$ cat src/hdl/tpsp_defs.svh
// register offsets, field positions, reset values and timing counts of
// the two-pin serial port; assumes a 32-bit apb with byte addresses
`ifndef TPSP_DEFS_SVH
`define TPSP_DEFS_SVH

// ----------------------------------------------------------------
// register byte offsets
// ----------------------------------------------------------------
`define TPSP_OFS_CONTROL   8'h00
`define TPSP_OFS_MODE      8'h04
`define TPSP_OFS_IRQ_ON    8'h08
`define TPSP_OFS_IRQ_OFF   8'h0C
`define TPSP_OFS_IRQ_MASK  8'h10
`define TPSP_OFS_STATUS    8'h14
`define TPSP_OFS_RX_HOLD   8'h18
`define TPSP_OFS_TX_HOLD   8'h1C
`define TPSP_OFS_BIT_RATE  8'h20

// ----------------------------------------------------------------
// control_reg command bits
// ----------------------------------------------------------------
`define TPSP_CR_RX_RESET   2
`define TPSP_CR_TX_RESET   3
`define TPSP_CR_RX_ON      4
`define TPSP_CR_RX_OFF     5
`define TPSP_CR_TX_ON      6
`define TPSP_CR_TX_OFF     7
`define TPSP_CR_ERR_CLEAR  8

// ----------------------------------------------------------------
// mode_reg fields and status_reg bits
// ----------------------------------------------------------------
`define TPSP_MR_PAR_LSB    9
`define TPSP_MR_CH_LSB     14
`define TPSP_SR_RX_READY   0
`define TPSP_SR_TX_FREE    1
`define TPSP_SR_OVERRUN    5
`define TPSP_SR_FRAMING    6
`define TPSP_SR_PARITY     7
`define TPSP_SR_TX_IDLE    9
`define TPSP_SR_WIDTH      10

// ----------------------------------------------------------------
// reset values and timing counts in sample ticks
// ----------------------------------------------------------------
`define TPSP_MODE_RESET    5'h00
`define TPSP_DIV_RESET     16'h0000
`define TPSP_START_LOWS    4'h7
`define TPSP_SAMPLE_LAST   4'hF

`endif

$ cat src/hdl/tpsp_pkg.sv
// types shared by the two-pin serial port
// assumes the defs header holds every offset, bit and count; the codes live here
package tpsp_pkg;

    // parity selection codes
    typedef enum logic [2:0] {
        TPSP_PAR_EVEN  = 3'h0,
        TPSP_PAR_ODD   = 3'h1,
        TPSP_PAR_SPACE = 3'h2,
        TPSP_PAR_MARK  = 3'h3,
        TPSP_PAR_NONE  = 3'h4
    } tpsp_par_e;

    // channel test modes
    typedef enum logic [1:0] {
        TPSP_CH_NORMAL = 2'h0,
        TPSP_CH_ECHO   = 2'h1,
        TPSP_CH_LOCAL  = 2'h2,
        TPSP_CH_REMOTE = 2'h3
    } tpsp_ch_e;

    // receiver states, one-hot
    typedef enum logic [2:0] {
        TPSP_RX_IDLE  = 3'b001,
        TPSP_RX_START = 3'b010,
        TPSP_RX_BITS  = 3'b100
    } tpsp_rx_e;

    // transmitter states, one-hot
    typedef enum logic [1:0] {
        TPSP_TX_IDLE = 2'b01,
        TPSP_TX_SEND = 2'b10
    } tpsp_tx_e;

endpackage

$ cat src/hdl/tpsp_top.sv
// two-pin asynchronous serial port with apb register slave
// assumes one clock, synchronous serial input, a zero-or-one wait apb master
`include "tpsp_defs.svh"

// Notes on behaviour
// bit clock is master clock over sixteen times divisor
// zero divisor stops bit clock and both halves
// asynchronous only, 8-bit characters, optional parity
// receiver off after reset, enable starts search
// disable stops idle receiver, else after stop
// receiver reset aborts at once, drops partial char
// start bit needs more than seven low samples
// first sample at 24, then every 16
// full char goes to holding, ready set, read clears
// overrun when char arrives while ready still set
// error flags held until clear command written
// parity mismatch sets parity error with ready
// low stop bit sets framing error with ready
// transmitter off after reset, waits holding write
// disable waits for shift and holding chars
// transmitter reset stops at once
// start, eight data lsb first, parity, stop
// parity odd, even, space, mark or none
// holding free set on enable, cleared while waiting
// fully idle only after last stop bit
// ready flags request dma transfers
// echo forwards input, transmitter keeps running unseen
// local loopback feeds receiver, output held high
// remote loopback joins pins, both halves disabled
// parity codes even 0 odd 1 space 2 mark 3 none 4
// interrupt when any enabled status flag set
module tpsp_top (
    input  wire logic        i_mclk,
    input  wire logic        i_reset_n,
    input  wire logic        i_psel,
    input  wire logic        i_penable,
    input  wire logic        i_pwrite,
    input  wire logic [7:0]  i_paddr,
    input  wire logic [31:0] i_pwdata,
    output logic      [31:0] o_prdata,
    output logic             o_pready,
    output logic             o_pslverr,
    input  wire logic        i_serial_in_line,
    output logic             o_serial_out_line,
    output logic             o_irq,
    output logic             o_dma_rx_req,
    output logic             o_dma_tx_req
);
    import tpsp_pkg::*;

    // ----------------------------------------------------------------
    // state
    // ----------------------------------------------------------------
    typedef struct packed {
        tpsp_rx_e                rx_st;
        tpsp_tx_e                tx_st;
        logic [15:0]             brg_cnt;
        logic [15:0]             divisor;
        tpsp_par_e               par;
        tpsp_ch_e                channel_test_mode;
        logic [`TPSP_SR_WIDTH-1:0] imr;
        logic                    rx_en;
        logic                    rx_off_pend;
        logic [3:0]              rx_cnt;
        logic [3:0]              rx_idx;
        logic [8:0]              rx_sh;
        logic [7:0]              rhr;
        logic                    rx_ready;
        logic                    overrun;
        logic                    framing;
        logic                    par_err;
        logic                    tx_en;
        logic                    tx_off_pend;
        logic [7:0]              thr;
        logic                    thr_full;
        logic [3:0]              tx_cnt;
        logic [3:0]              tx_idx;
        logic [10:0]             tx_sh;
        logic                    tx_idle;
        logic                    txd;
        logic                    irq;
        logic                    pready;
        logic                    pslverr;
        logic [31:0]             prdata;
        logic                    dma_rx;
        logic                    dma_tx;
    } tpsp_state_s;

    tpsp_state_s st_ff;
    tpsp_state_s nxt_st;

    // ----------------------------------------------------------------
    // helpers
    // ----------------------------------------------------------------
    // parity bit for a character, shared by sender and checker
    function automatic logic par_bit(input logic [7:0] d, input tpsp_par_e p);
        unique case (p)
            TPSP_PAR_EVEN:  par_bit = ^d;
            TPSP_PAR_ODD:   par_bit = ~^d;
            TPSP_PAR_SPACE: par_bit = 1'b0;
            TPSP_PAR_MARK:  par_bit = 1'b1;
            default:        par_bit = 1'b0;
        endcase
    endfunction

    // address decode used only for the error answer; the read mux decodes the address itself
    function automatic logic is_mapped(input logic [7:0] a);
        is_mapped = (a[1:0] == 2'b00) && (a <= `TPSP_OFS_BIT_RATE);
    endfunction

    // ----------------------------------------------------------------
    // next state
    // ----------------------------------------------------------------
    always_comb begin
        logic                      setup;
        logic                      wr;
        logic                      rd;
        logic                      tick;
        logic                      par_on;
        logic                      rx_in;
        logic                      rx_act;
        logic                      tx_act;
        logic                      tx_line;
        logic                      tx_free;
        logic [3:0]                rx_last;
        logic [3:0]                tx_last;
        logic [`TPSP_SR_WIDTH-1:0] sr;
        logic [31:0]               cr;
        setup   = 1'b0;
        wr      = 1'b0;
        rd      = 1'b0;
        tick    = 1'b0;
        par_on  = 1'b0;
        rx_in   = 1'b1;
        rx_act  = 1'b0;
        tx_act  = 1'b0;
        tx_line = 1'b1;
        tx_free = 1'b0;
        rx_last = 4'h0;
        tx_last = 4'h0;
        sr      = '0;
        cr      = 32'h0000_0000;
        nxt_st  = st_ff;

        // apb: setup cycle registers the answer, access cycle commits it
        setup = i_psel && !i_penable;
        wr    = i_psel && i_penable && st_ff.pready && i_pwrite;
        rd    = i_psel && i_penable && st_ff.pready && !i_pwrite;
        cr    = (wr && i_paddr == `TPSP_OFS_CONTROL) ? i_pwdata : 32'h0000_0000;

        // sixteen ticks per bit, one tick every divisor clocks
        if (st_ff.divisor == `TPSP_DIV_RESET) begin
            nxt_st.brg_cnt = 16'h0000;
        end else if (st_ff.brg_cnt == st_ff.divisor - 16'h0001) begin
            nxt_st.brg_cnt = 16'h0000;
            tick           = 1'b1;
        end else begin
            nxt_st.brg_cnt = st_ff.brg_cnt + 16'h0001;
        end

        par_on  = (st_ff.par != TPSP_PAR_NONE);
        rx_last = par_on ? 4'h9 : 4'h8;
        tx_last = par_on ? 4'hA : 4'h9;
        // remote loopback leaves both halves without effect
        rx_act  = st_ff.rx_en && (st_ff.channel_test_mode != TPSP_CH_REMOTE);
        tx_act  = st_ff.tx_en && (st_ff.channel_test_mode != TPSP_CH_REMOTE);
        tx_line = (st_ff.tx_st == TPSP_TX_SEND) ? st_ff.tx_sh[0] : 1'b1;
        // local loopback ignores the pin and listens to the transmitter
        rx_in   = (st_ff.channel_test_mode == TPSP_CH_LOCAL) ? tx_line : i_serial_in_line;

        // --------------------
        // receiver
        // --------------------
        if (cr[`TPSP_CR_RX_OFF]) begin
            if (st_ff.rx_st == TPSP_RX_IDLE) begin
                nxt_st.rx_en = 1'b0;
            end else begin
                nxt_st.rx_off_pend = 1'b1;
            end
        end else if (cr[`TPSP_CR_RX_ON]) begin
            nxt_st.rx_en       = 1'b1;
            nxt_st.rx_off_pend = 1'b0;
        end

        // clears act first, so a flag set in this same cycle wins
        if (rd && i_paddr == `TPSP_OFS_RX_HOLD) begin
            nxt_st.rx_ready = 1'b0;
        end
        if (cr[`TPSP_CR_ERR_CLEAR]) begin
            nxt_st.overrun = 1'b0;
            nxt_st.framing = 1'b0;
            nxt_st.par_err = 1'b0;
        end
        if (rx_act && tick) begin
            unique case (st_ff.rx_st)
                TPSP_RX_IDLE: begin
                    if (!rx_in) begin
                        nxt_st.rx_st  = TPSP_RX_START;
                        nxt_st.rx_cnt = 4'h1;
                    end
                end
                TPSP_RX_START: begin
                    // a short space is a glitch, not a start bit
                    if (rx_in) begin
                        nxt_st.rx_st = TPSP_RX_IDLE;
                    end else if (st_ff.rx_cnt == `TPSP_START_LOWS) begin
                        nxt_st.rx_st  = TPSP_RX_BITS;
                        nxt_st.rx_cnt = 4'h0;
                        nxt_st.rx_idx = 4'h0;
                    end else begin
                        nxt_st.rx_cnt = st_ff.rx_cnt + 4'h1;
                    end
                end
                TPSP_RX_BITS: begin
                    nxt_st.rx_cnt = st_ff.rx_cnt + 4'h1;
                    if (st_ff.rx_cnt == `TPSP_SAMPLE_LAST) begin
                        nxt_st.rx_idx = st_ff.rx_idx + 4'h1;
                        if (st_ff.rx_idx != rx_last) begin
                            nxt_st.rx_sh[st_ff.rx_idx] = rx_in;
                        end else begin
                            // stop bit sampled: hand the character over
                            nxt_st.rx_st    = TPSP_RX_IDLE;
                            nxt_st.rhr      = st_ff.rx_sh[7:0];
                            nxt_st.rx_ready = 1'b1;
                            if (st_ff.rx_ready) begin
                                nxt_st.overrun = 1'b1;
                            end
                            if (par_on && st_ff.rx_sh[8]
                                    != par_bit(st_ff.rx_sh[7:0], st_ff.par)) begin
                                nxt_st.par_err = 1'b1;
                            end
                            if (!rx_in) begin
                                nxt_st.framing = 1'b1;
                            end
                            if (st_ff.rx_off_pend) begin
                                nxt_st.rx_en       = 1'b0;
                                nxt_st.rx_off_pend = 1'b0;
                            end
                        end
                    end
                end
                default: begin
                    nxt_st.rx_st = TPSP_RX_IDLE;
                end
            endcase
        end

        if (cr[`TPSP_CR_RX_RESET]) begin
            nxt_st.rx_st       = TPSP_RX_IDLE;
            nxt_st.rx_en       = 1'b0;
            nxt_st.rx_off_pend = 1'b0;
        end

        // --------------------
        // transmitter
        // --------------------
        if (cr[`TPSP_CR_TX_OFF]) begin
            nxt_st.tx_off_pend = 1'b1;
        end else if (cr[`TPSP_CR_TX_ON]) begin
            nxt_st.tx_en       = 1'b1;
            nxt_st.tx_off_pend = 1'b0;
        end

        // holding writes only count while the transmitter is enabled
        if (wr && i_paddr == `TPSP_OFS_TX_HOLD && st_ff.tx_en) begin
            nxt_st.thr      = i_pwdata[7:0];
            nxt_st.thr_full = 1'b1;
        end

        unique case (st_ff.tx_st)
            TPSP_TX_IDLE: begin
                if (tx_act && st_ff.thr_full && st_ff.divisor != `TPSP_DIV_RESET) begin
                    nxt_st.tx_st    = TPSP_TX_SEND;
                    nxt_st.tx_sh    = {1'b1, par_on ? par_bit(st_ff.thr, st_ff.par)
                                       : 1'b1, st_ff.thr, 1'b0};
                    nxt_st.thr_full = 1'b0;
                    nxt_st.tx_cnt   = 4'h0;
                    nxt_st.tx_idx   = 4'h0;
                end else if (st_ff.tx_off_pend && !st_ff.thr_full) begin
                    nxt_st.tx_en       = 1'b0;
                    nxt_st.tx_off_pend = 1'b0;
                end
            end
            TPSP_TX_SEND: begin
                if (tick && tx_act) begin
                    nxt_st.tx_cnt = st_ff.tx_cnt + 4'h1;
                    if (st_ff.tx_cnt == `TPSP_SAMPLE_LAST) begin
                        nxt_st.tx_idx = st_ff.tx_idx + 4'h1;
                        nxt_st.tx_sh  = {1'b1, st_ff.tx_sh[10:1]};
                        if (st_ff.tx_idx == tx_last) begin
                            nxt_st.tx_st = TPSP_TX_IDLE;
                        end
                    end
                end
            end
            default: begin
                nxt_st.tx_st = TPSP_TX_IDLE;
            end
        endcase

        if (cr[`TPSP_CR_TX_RESET]) begin
            nxt_st.tx_st       = TPSP_TX_IDLE;
            nxt_st.tx_en       = 1'b0;
            nxt_st.tx_off_pend = 1'b0;
            nxt_st.thr_full    = 1'b0;
        end

        // flags follow the transmitter's next state
        tx_free        = nxt_st.tx_en && !nxt_st.thr_full;
        nxt_st.tx_idle = tx_free && nxt_st.tx_st == TPSP_TX_IDLE;

        // --------------------
        // output line by channel mode
        // --------------------
        unique case (st_ff.channel_test_mode)
            TPSP_CH_NORMAL: nxt_st.txd = tx_line;
            TPSP_CH_ECHO:   nxt_st.txd = i_serial_in_line;
            TPSP_CH_LOCAL:  nxt_st.txd = 1'b1;
            TPSP_CH_REMOTE: nxt_st.txd = i_serial_in_line;
        endcase

        // --------------------
        // registers written by software
        // --------------------
        if (wr && i_paddr == `TPSP_OFS_MODE) begin
            nxt_st.par    = tpsp_par_e'(i_pwdata[`TPSP_MR_PAR_LSB +: 3]);
            nxt_st.channel_test_mode = tpsp_ch_e'(i_pwdata[`TPSP_MR_CH_LSB +: 2]);
        end
        if (wr && i_paddr == `TPSP_OFS_BIT_RATE) begin
            nxt_st.divisor = i_pwdata[15:0];
        end
        if (wr && i_paddr == `TPSP_OFS_IRQ_ON) begin
            nxt_st.imr = st_ff.imr | i_pwdata[`TPSP_SR_WIDTH-1:0];
        end
        if (wr && i_paddr == `TPSP_OFS_IRQ_OFF) begin
            nxt_st.imr = st_ff.imr & ~i_pwdata[`TPSP_SR_WIDTH-1:0];
        end

        // --------------------
        // status, interrupt, dma requests
        // --------------------
        sr[`TPSP_SR_RX_READY] = st_ff.rx_ready;
        sr[`TPSP_SR_TX_FREE]  = st_ff.tx_en && !st_ff.thr_full;
        sr[`TPSP_SR_OVERRUN]  = st_ff.overrun;
        sr[`TPSP_SR_FRAMING]  = st_ff.framing;
        sr[`TPSP_SR_PARITY]   = st_ff.par_err;
        sr[`TPSP_SR_TX_IDLE]  = st_ff.tx_idle;
        nxt_st.irq    = |(sr & st_ff.imr);
        // requests drop as soon as the serving access is taken
        nxt_st.dma_rx = nxt_st.rx_ready;
        nxt_st.dma_tx = tx_free;

        // answer prepared in setup, held ready for the access cycle
        nxt_st.pready  = setup;
        nxt_st.pslverr = setup && !is_mapped(i_paddr);
        nxt_st.prdata  = 32'h0000_0000;
        if (setup && !i_pwrite) begin
            unique case (i_paddr)
                `TPSP_OFS_MODE:     nxt_st.prdata = {16'h0000, st_ff.channel_test_mode, 2'b00,
                                                     st_ff.par, 9'h000};
                `TPSP_OFS_IRQ_MASK: nxt_st.prdata = {22'h000000, st_ff.imr};
                `TPSP_OFS_STATUS:   nxt_st.prdata = {22'h000000, sr};
                `TPSP_OFS_RX_HOLD:  nxt_st.prdata = {24'h000000, st_ff.rhr};
                `TPSP_OFS_BIT_RATE: nxt_st.prdata = {16'h0000, st_ff.divisor};
                default:            nxt_st.prdata = 32'h0000_0000;
            endcase
        end
    end

    // ----------------------------------------------------------------
    // state register
    // ----------------------------------------------------------------
    always_ff @(posedge i_mclk or negedge i_reset_n) begin
        if (!i_reset_n) begin
            st_ff             <= '0;
            st_ff.rx_st       <= TPSP_RX_IDLE;
            st_ff.tx_st       <= TPSP_TX_IDLE;
            st_ff.par         <= TPSP_PAR_EVEN;
            st_ff.channel_test_mode      <= TPSP_CH_NORMAL;
            st_ff.divisor     <= `TPSP_DIV_RESET;
            st_ff.txd         <= 1'b1;
        end else begin
            st_ff <= nxt_st;
        end
    end

    // outputs come straight from the state register
    assign o_prdata          = st_ff.prdata;
    assign o_pready          = st_ff.pready;
    assign o_pslverr         = st_ff.pslverr;
    assign o_serial_out_line = st_ff.txd;
    assign o_irq             = st_ff.irq;
    assign o_dma_rx_req      = st_ff.dma_rx;
    assign o_dma_tx_req      = st_ff.dma_tx;

endmodule

$ cat config.mk
export PLATFORM = sky130hd
export DESIGN_NAME = tpsp_top
export DESIGN_NICKNAME = d
export VERILOG_FILES = /design/src/hdl/tpsp_pkg.sv /design/src/hdl/tpsp_top.sv
export VERILOG_INCLUDE_DIRS = /design/src /design/src/hdl
export SDC_FILE = /design/constraint.sdc
export NUM_CORES = 1
export LEC_CHECK = 0
export BUFFER_PORTS_ARGS = -buffer_cell sky130_fd_sc_hd__buf_4
export CAP_MARGIN = 20
export CORE_ASPECT_RATIO = 2
export CORE_UTILIZATION = 54
export DETAILED_ROUTE_END_ITERATION = 10
export PLACE_DENSITY = 0.78
export SLEW_MARGIN = 20
export SYNTH_ARGS = -nofsm -noshare
export SYNTH_HDL_FRONTEND = slang
export SYNTH_SLANG_ARGS = --single-unit
$ cat constraint.sdc
create_clock -name i_mclk -period 3.9 [get_ports i_mclk]
set_input_delay 0.78 -clock i_mclk [delete_from_list [all_inputs] [get_ports i_mclk]]
set_output_delay 0.78 -clock i_mclk [all_outputs]
set_load 0.05 [all_outputs]
# Word-level counts from Yosys, hierarchy flattened
# Cells that the tools add are included.
totals:
  mem_bits_ro: 0
  output_inout_bits: 38
  ram_bits: 0
  latch_bits: 0
  reg_bits: 151
  n_memories: 0
  inputBits: 46
op_classes:
  n_reduce_logical: 57
  n_eq_ne: 39
  n_addsub: 6
  muxes: 77
  multipliers: 0
  n_bitwise: 5
  magnitude_cmp: 3
  shifts: 0
  n_div: 0
op_table:
  columns: ["operator", "count"]
  rows:
  - ["$pmux W16 S5", 1]
  - ["$mux W16", 3]
  - ["$pmux W19 S2", 1]
  - ["$mux W2", 18]
  - ["$eq A8 B5 Y1 const B", 4]
  - ["$mux W31", 1]
  - ["$logic_and A1 B1 Y1", 28]
  - ["$mux W25", 1]
  - ["$mux W3", 8]
  - ["$mux W1", 22]
  - ["$mux W21", 1]
  - ["$and A10 B10 Y10", 2]
  - ["$mux W10", 2]
  - ["$mux W20", 1]
  - ["$mux W19", 1]
  - ["$mux W9", 2]
  - ["$add A16 B1 Y16 const B", 1]
  - ["$add A4 B1 Y4 const B", 4]
  - ["$eq A16 B16 Y1", 1]
  - ["$eq A8 B4 Y1 const B", 2]
  - ["$logic_not A16 Y1", 1]
  - ["$reduce_and A4 Y1", 4]
  - ["$reduce_bool A16 Y1", 1]
  - ["$reduce_xnor A8 Y1", 2]
  - ["other kinds (45)", 75]

# Depth between registers and ports, before layout
depth:
  word_depth: 15
  mapped_depth: 14

# Worst setup path before layout
# OpenSTA, ideal clock, no wires.
synth_path:
  kind: "reg2reg"
  startpoint: "register st_ff[115] (netlist bit)"
  endpoint: "register st_ff[48] (netlist bit)"
  setup_slack_ps: 289
  path_buffers: 2
  t_arrival_ps: 3483
  synth_period_minus_slack_ps: 3611
  required_ps: 3772
  stages_incl_launch_ff: 13
  cell_sequence: "dfrtp_1 clkbuf_1 inv_1 ha_1 or4b_1 buf_2 or4_1 nand3_1 a31oi_1 or4_4 or3_4 o22ai_4 mux2_1"
synth_via:
  elab_chain_cells: 7
  word_cells_on_any_way: 11
  cone_classes: "add/sub (1); eq/ne (3); mux (2); reduce/logical (5)"
synth_lines:
  columns: ["item", "line_no", "source"]
  rows:
  - ["start: declaration", "tpsp_top.sv:89", "tpsp_state_s st_ff;"]
  - ["start signal: assignment", "tpsp_top.sv:383", "st_ff <= nxt_st;"]
  - ["$sub A16 B1 Y16", "tpsp_top.sv:154", "end else if (st_ff.brg_cnt == st_ff.divisor - 16'h0001) begin"]
  - ["$eq A16 B16 Y1", "tpsp_top.sv:154", null]
  - ["$mux W1", "tpsp_top.sv:154", null]
  - ["$mux W1", "tpsp_top.sv:152", "if (st_ff.divisor == `TPSP_DIV_RESET) begin"]
  - ["$logic_and A1 B1 Y1", "tpsp_top.sv:285", "if (tick && tx_act) begin"]
  - ["$ne A2 B1 Y1 (no line)", null, null]
  - ["$reduce_and A4 Y1 (no line) *", null, null]
# Mark *: on every way between the ends. The rest lies on a longest branch, timed or not.
# A chain may end at the register's enable or synchronous reset.

# Final worst setup path
layout_path:
  startpoint: "register st_ff[117] (netlist bit)"
  endpoint: "register st_ff[57] (netlist bit)"
layout_via:
  elab_chain_cells: 7
  word_cells_on_any_way: 11
  cone_classes: "add/sub (1); eq/ne (3); mux (2); reduce/logical (5)"
layout_lines:
  columns: ["item", "line_no"]
  rows:
  - ["$sub A16 B1 Y16", "tpsp_top.sv:154"]
  - ["$eq A16 B16 Y1", "tpsp_top.sv:154"]
  - ["$mux W1", "tpsp_top.sv:154"]
  - ["$mux W1", "tpsp_top.sv:152"]
  - ["$logic_and A1 B1 Y1", "tpsp_top.sv:285"]
  - ["$ne A2 B1 Y1 (no line)", null]
  - ["$reduce_and A3 Y1 (no line) *", null]
# Marked as above.

==> out/summary.log <==
qor: status.run_status finished clean
qor: power_and_ir_drop.static-leakage-power 0.003845 uW
qor: timing.max_slew.worst_pin.slew 912.8 ps
qor: clocking.clkLatencyLatePin 420 ps
qor: route.route.vias.total 6364
qor: route.viasPerCell 6.203
qor: floorplan.die_y 170.4 um
qor: global_route.track_usage 29.95%
qor: setup_path.critical_path.max_fanout 14
qor: global_route.largest_net_degree_at_the_start_of_global_routing 80
qor: clocking.cts.sink_count 135
qor: clocking.cts_setup_buffers 0
qor: power_and_ir_drop.finalPower 3545 uW
qor: run.max_cap_viol_count 0
qor: setup_path.critical_path_arrival 3870 ps
qor: route.drc 0
qor: global_route.grt_first_pass_wirelength 33090 um
qor: yosys.yosys_most_used_dff sky130_fd_sc_hd__dfrtp_1
qor: timing.period_minus_slack 3566 ps
qor: placement.dpl.hpwl 15290 um
qor: clocking.path_clk_slew 60 ps
qor: timing.period_share 91.43%
qor: floorplan.num_io_pins 84
qor: final_layout.final_core_util 63.14%
qor: setup_path.critical_path.startpoint_type flip-flop
qor: clocking.clock_tree.htree_level_count 4
qor: floorplan.placeableCoreArea 13890 sq um
qor: timing.setup_repair_after_global_routing_missed_its_margin no
qor: power_and_ir_drop.cellPowerDensity 404.1 nW/um^2
qor: timing.slew_headroom 38.68%
qor: hold_path.hp-class in2async
qor: yosys.synth.lib_cells_used.distinct 74
qor: route.drt_pre_antenna_iters 6
qor: final_layout.nNetsFinal 881
qor: timing.final-setup-viol-count 0
qor: setup_path.reg2reg_to st_ff[57]$_DFFE_PN0P_
qor: setup_path.rrSetupSlack 330 ps
qor: placement.gp_congestion 0.9633
qor: yosys.async_reset_ff_share 100.0%
qor: timing.totalNegativeSetupSlack 0 ps
qor: timing.drv_slew 0
qor: yosys.gate_count_after_technology_mapping 781
qor: placement.place_inst 994
qor: clocking.cts_inserted_buffers 17
qor: yosys.yosys_warnings 0
qor: route.drt_wl_total 20760 um
qor: yosys.ys_ff_latch 135
qor: floorplan.floorplan.rows 61
qor: clocking.cts_hold_buf 0
qor: clocking.tritoncts done
qor: yosys.synth-seq-area-share 44.20%
qor: setup_path.worst_ep_required_time 4210 ps
qor: yosys.synth_edf_count 0
qor: route.ant_nets 0
qor: timing.final.setup_skew 9.794 ps
qor: setup_path.crit_path_end_kind flip-flop
qor: yosys.synth.cell_area 7652 sq um
qor: placement.io_buffer_count 51
qor: timing.report.final.hold_viol_count 0
qor: timing.max_clock_freq 0.2805 GHz
qor: final_layout.fillerInstances 1154
qor: floorplan.floorplan.die_area 14680 sq um
qor: floorplan.die_w 86.18 um
qor: yosys.synth.avg_cell_area 9.798 sq um
qor: global_route.grt_remaining_overflow 0
qor: setup_path.r2r.worst_path.cells 9
qor: route.routedWlPerCell 20.23 um
qor: final_layout.area_growth_syn_to_layout 14.62%
qor: global_route.first_global_vias 6473
qor: clocking.clk_root_buffer_cell sky130_fd_sc_hd__clkbuf_16
qor: clocking.clk_path_buf_depth 2
qor: global_route.antenna_violations_before_repair 0
qor: final_layout.share_of_layout_cells_above_drive_strength_1 22.70%
qor: setup_path.reg2reg_from st_ff[117]$_DFFE_PN0P_
qor: final_layout.finalNonFillerCells 1026
qor: route.drt-initial-drc-count 621
qor: clocking.cts-resized-gates 0
qor: setup_path.setup.worst_path.class reg2reg
qor: timing.finalHoldWorstSlack 376.7 ps
qor: power_and_ir_drop.vdd.ir_drop.worst 0.2926 mV
qor: final_layout.antenna_cells_inserted 0
qor: floorplan.floorplan.initialDensity 55.09%
## power by group
group | internal, uW | switching [uW] | leakage (uW)
Sequential | 1460 | 40.8 | 0.00183
Combinational | 150 | 209 | 0.00172
Clock | 1050 | 639 | 0.000294
Total | 2660 | 889 | 0.00384
## critical path: stages (launching register included)
cell and delay, ps:
sky130_fd_sc_hd__dfrtp_1 550, sky130_fd_sc_hd__or3_1 500, sky130_fd_sc_hd__o21ai_0 280, sky130_fd_sc_hd__a21oi_1 150, sky130_fd_sc_hd__nor4_1 360, sky130_fd_sc_hd__nand3_1 200, sky130_fd_sc_hd__or4_1 550, sky130_fd_sc_hd__buf_4 210
sky130_fd_sc_hd__o311a_1 360, sky130_fd_sc_hd__a211o_1 270
## through the flow
| step | area [sq um] | worst slack (ps) |
|---|---|---|
| 2_1_floorplan | 7709 | 289.0 |
| 3_3_place_gp | 8149 | 434.8 |
| 3_5_place_dp | 8149 | 426.8 |
| 4_1_cts | 8771 | 364.9 |
| 5_1_grt | 8771 | 199.8 |
| 6_report | 8771 | 334.4 |
## final cells by class
| class | count | area, sq um | area share, % |
|---|---|---|---|
| inverter | 14 | 52.55 | 0.5991 |
| clock inverter | 12 | 165.2 | 1.883 |
| timing repair buffer | 76 | 586.8 | 6.690 |
| tap | 189 | 236.5 | 2.696 |
| multi-input combinational | 580 | 3891 | 44.37 |
| sequential | 135 | 3382 | 38.56 |
| clock buffer | 20 | 456.7 | 5.207 |
## cell usage after synthesis (14+ instances only)
master,instances,area share [%]
sky130_fd_sc_hd__xnor2_1,30,3.4
sky130_fd_sc_hd__buf_4,32,3.1
sky130_fd_sc_hd__a21oi_1,28,1.8
sky130_fd_sc_hd__nor2b_1,16,1.3
sky130_fd_sc_hd__nand2_1,75,3.7
sky130_fd_sc_hd__dfrtp_1,132,43
sky130_fd_sc_hd__nor3_1,20,1.3
sky130_fd_sc_hd__clkbuf_1,26,1.3
sky130_fd_sc_hd__inv_1,14,0.69
sky130_fd_sc_hd__mux2_2,50,7.4
sky130_fd_sc_hd__or3_1,16,1.3
sky130_fd_sc_hd__o21ai_0,37,2.4
sky130_fd_sc_hd__xor2_1,17,1.9
sky130_fd_sc_hd__nand3_1,34,2.2
sky130_fd_sc_hd__nor2_1,61,3.0
## layer usage
| layer | GRT usage (%) | part of all wire, % |
|---|---|---|
| met1 | 30.21 | 34 |
| met2 | 53.69 | 54 |
| met3 | 5.674 | 4.2 |
| met4 | 21.74 | 7.9 |
| met5 | 0 | 0 |
## worst max path at each step
stage,from,to,cells past startpoint
floorplan,st_ff[115]$_DFFE_PN0P_,st_ff[48]$_DFFE_PN0P_,12
global placement,st_ff[117]$_DFFE_PN0P_,st_ff[57]$_DFFE_PN0P_,9
detailed placement,st_ff[117]$_DFFE_PN0P_,st_ff[57]$_DFFE_PN0P_,9
CTS,st_ff[117]$_DFFE_PN0P_,st_ff[57]$_DFFE_PN0P_,9
global route,st_ff[117]$_DFFE_PN0P_,st_ff[92]$_DFFE_PN0P_,9
finish,st_ff[117]$_DFFE_PN0P_,st_ff[57]$_DFFE_PN0P_,9
## cells in the final DEF (no fill, tap or decap), types with 6 or more instances in the layout
cell / count
sky130_fd_sc_hd__a222oi_1: 8
sky130_fd_sc_hd__nand2b_1: 9
sky130_fd_sc_hd__conb_1: 16
sky130_fd_sc_hd__ha_1: 11
sky130_fd_sc_hd__o221a_2: 8
sky130_fd_sc_hd__xnor2_1: 30
sky130_fd_sc_hd__mux2_2: 50
sky130_fd_sc_hd__inv_1: 14
sky130_fd_sc_hd__o21ai_0: 37
sky130_fd_sc_hd__nand2_1: 75
sky130_fd_sc_hd__or3_1: 16
sky130_fd_sc_hd__nor2_1: 61
sky130_fd_sc_hd__nor2b_1: 16
sky130_fd_sc_hd__nand3_1: 34
sky130_fd_sc_hd__nor4_1: 6
sky130_fd_sc_hd__or4_1: 6
sky130_fd_sc_hd__xor2_1: 17
sky130_fd_sc_hd__a21oi_1: 28
sky130_fd_sc_hd__and3_1: 8
sky130_fd_sc_hd__nand4_1: 11
sky130_fd_sc_hd__nor3_1: 20
sky130_fd_sc_hd__a22oi_1: 9
sky130_fd_sc_hd__buf_4: 74
sky130_fd_sc_hd__clkbuf_16: 17
sky130_fd_sc_hd__dfrtp_1: 132
sky130_fd_sc_hd__o211ai_1: 8
sky130_fd_sc_hd__and2_1: 6
## kinds of logic (layout without fill, tap and decap cells)
| family | after synthesis | in the layout | synth area share (%) |
|---|---|---|---|
| compound gates | 140 | 140 | 12.77 |
| xor+xnor | 47 | 47 | 5.379 |
| fa+ha+maj | 11 | 11 | 1.799 |
| buf+inv | 81 | 122 | 5.772 |
| flops | 135 | 135 | 44.20 |
| mux | 57 | 57 | 8.306 |
| other cells | 1 | 16 | 0.04900 |
| simple gates | 309 | 309 | 21.73 |
Power figures use the tool's default switching activity.
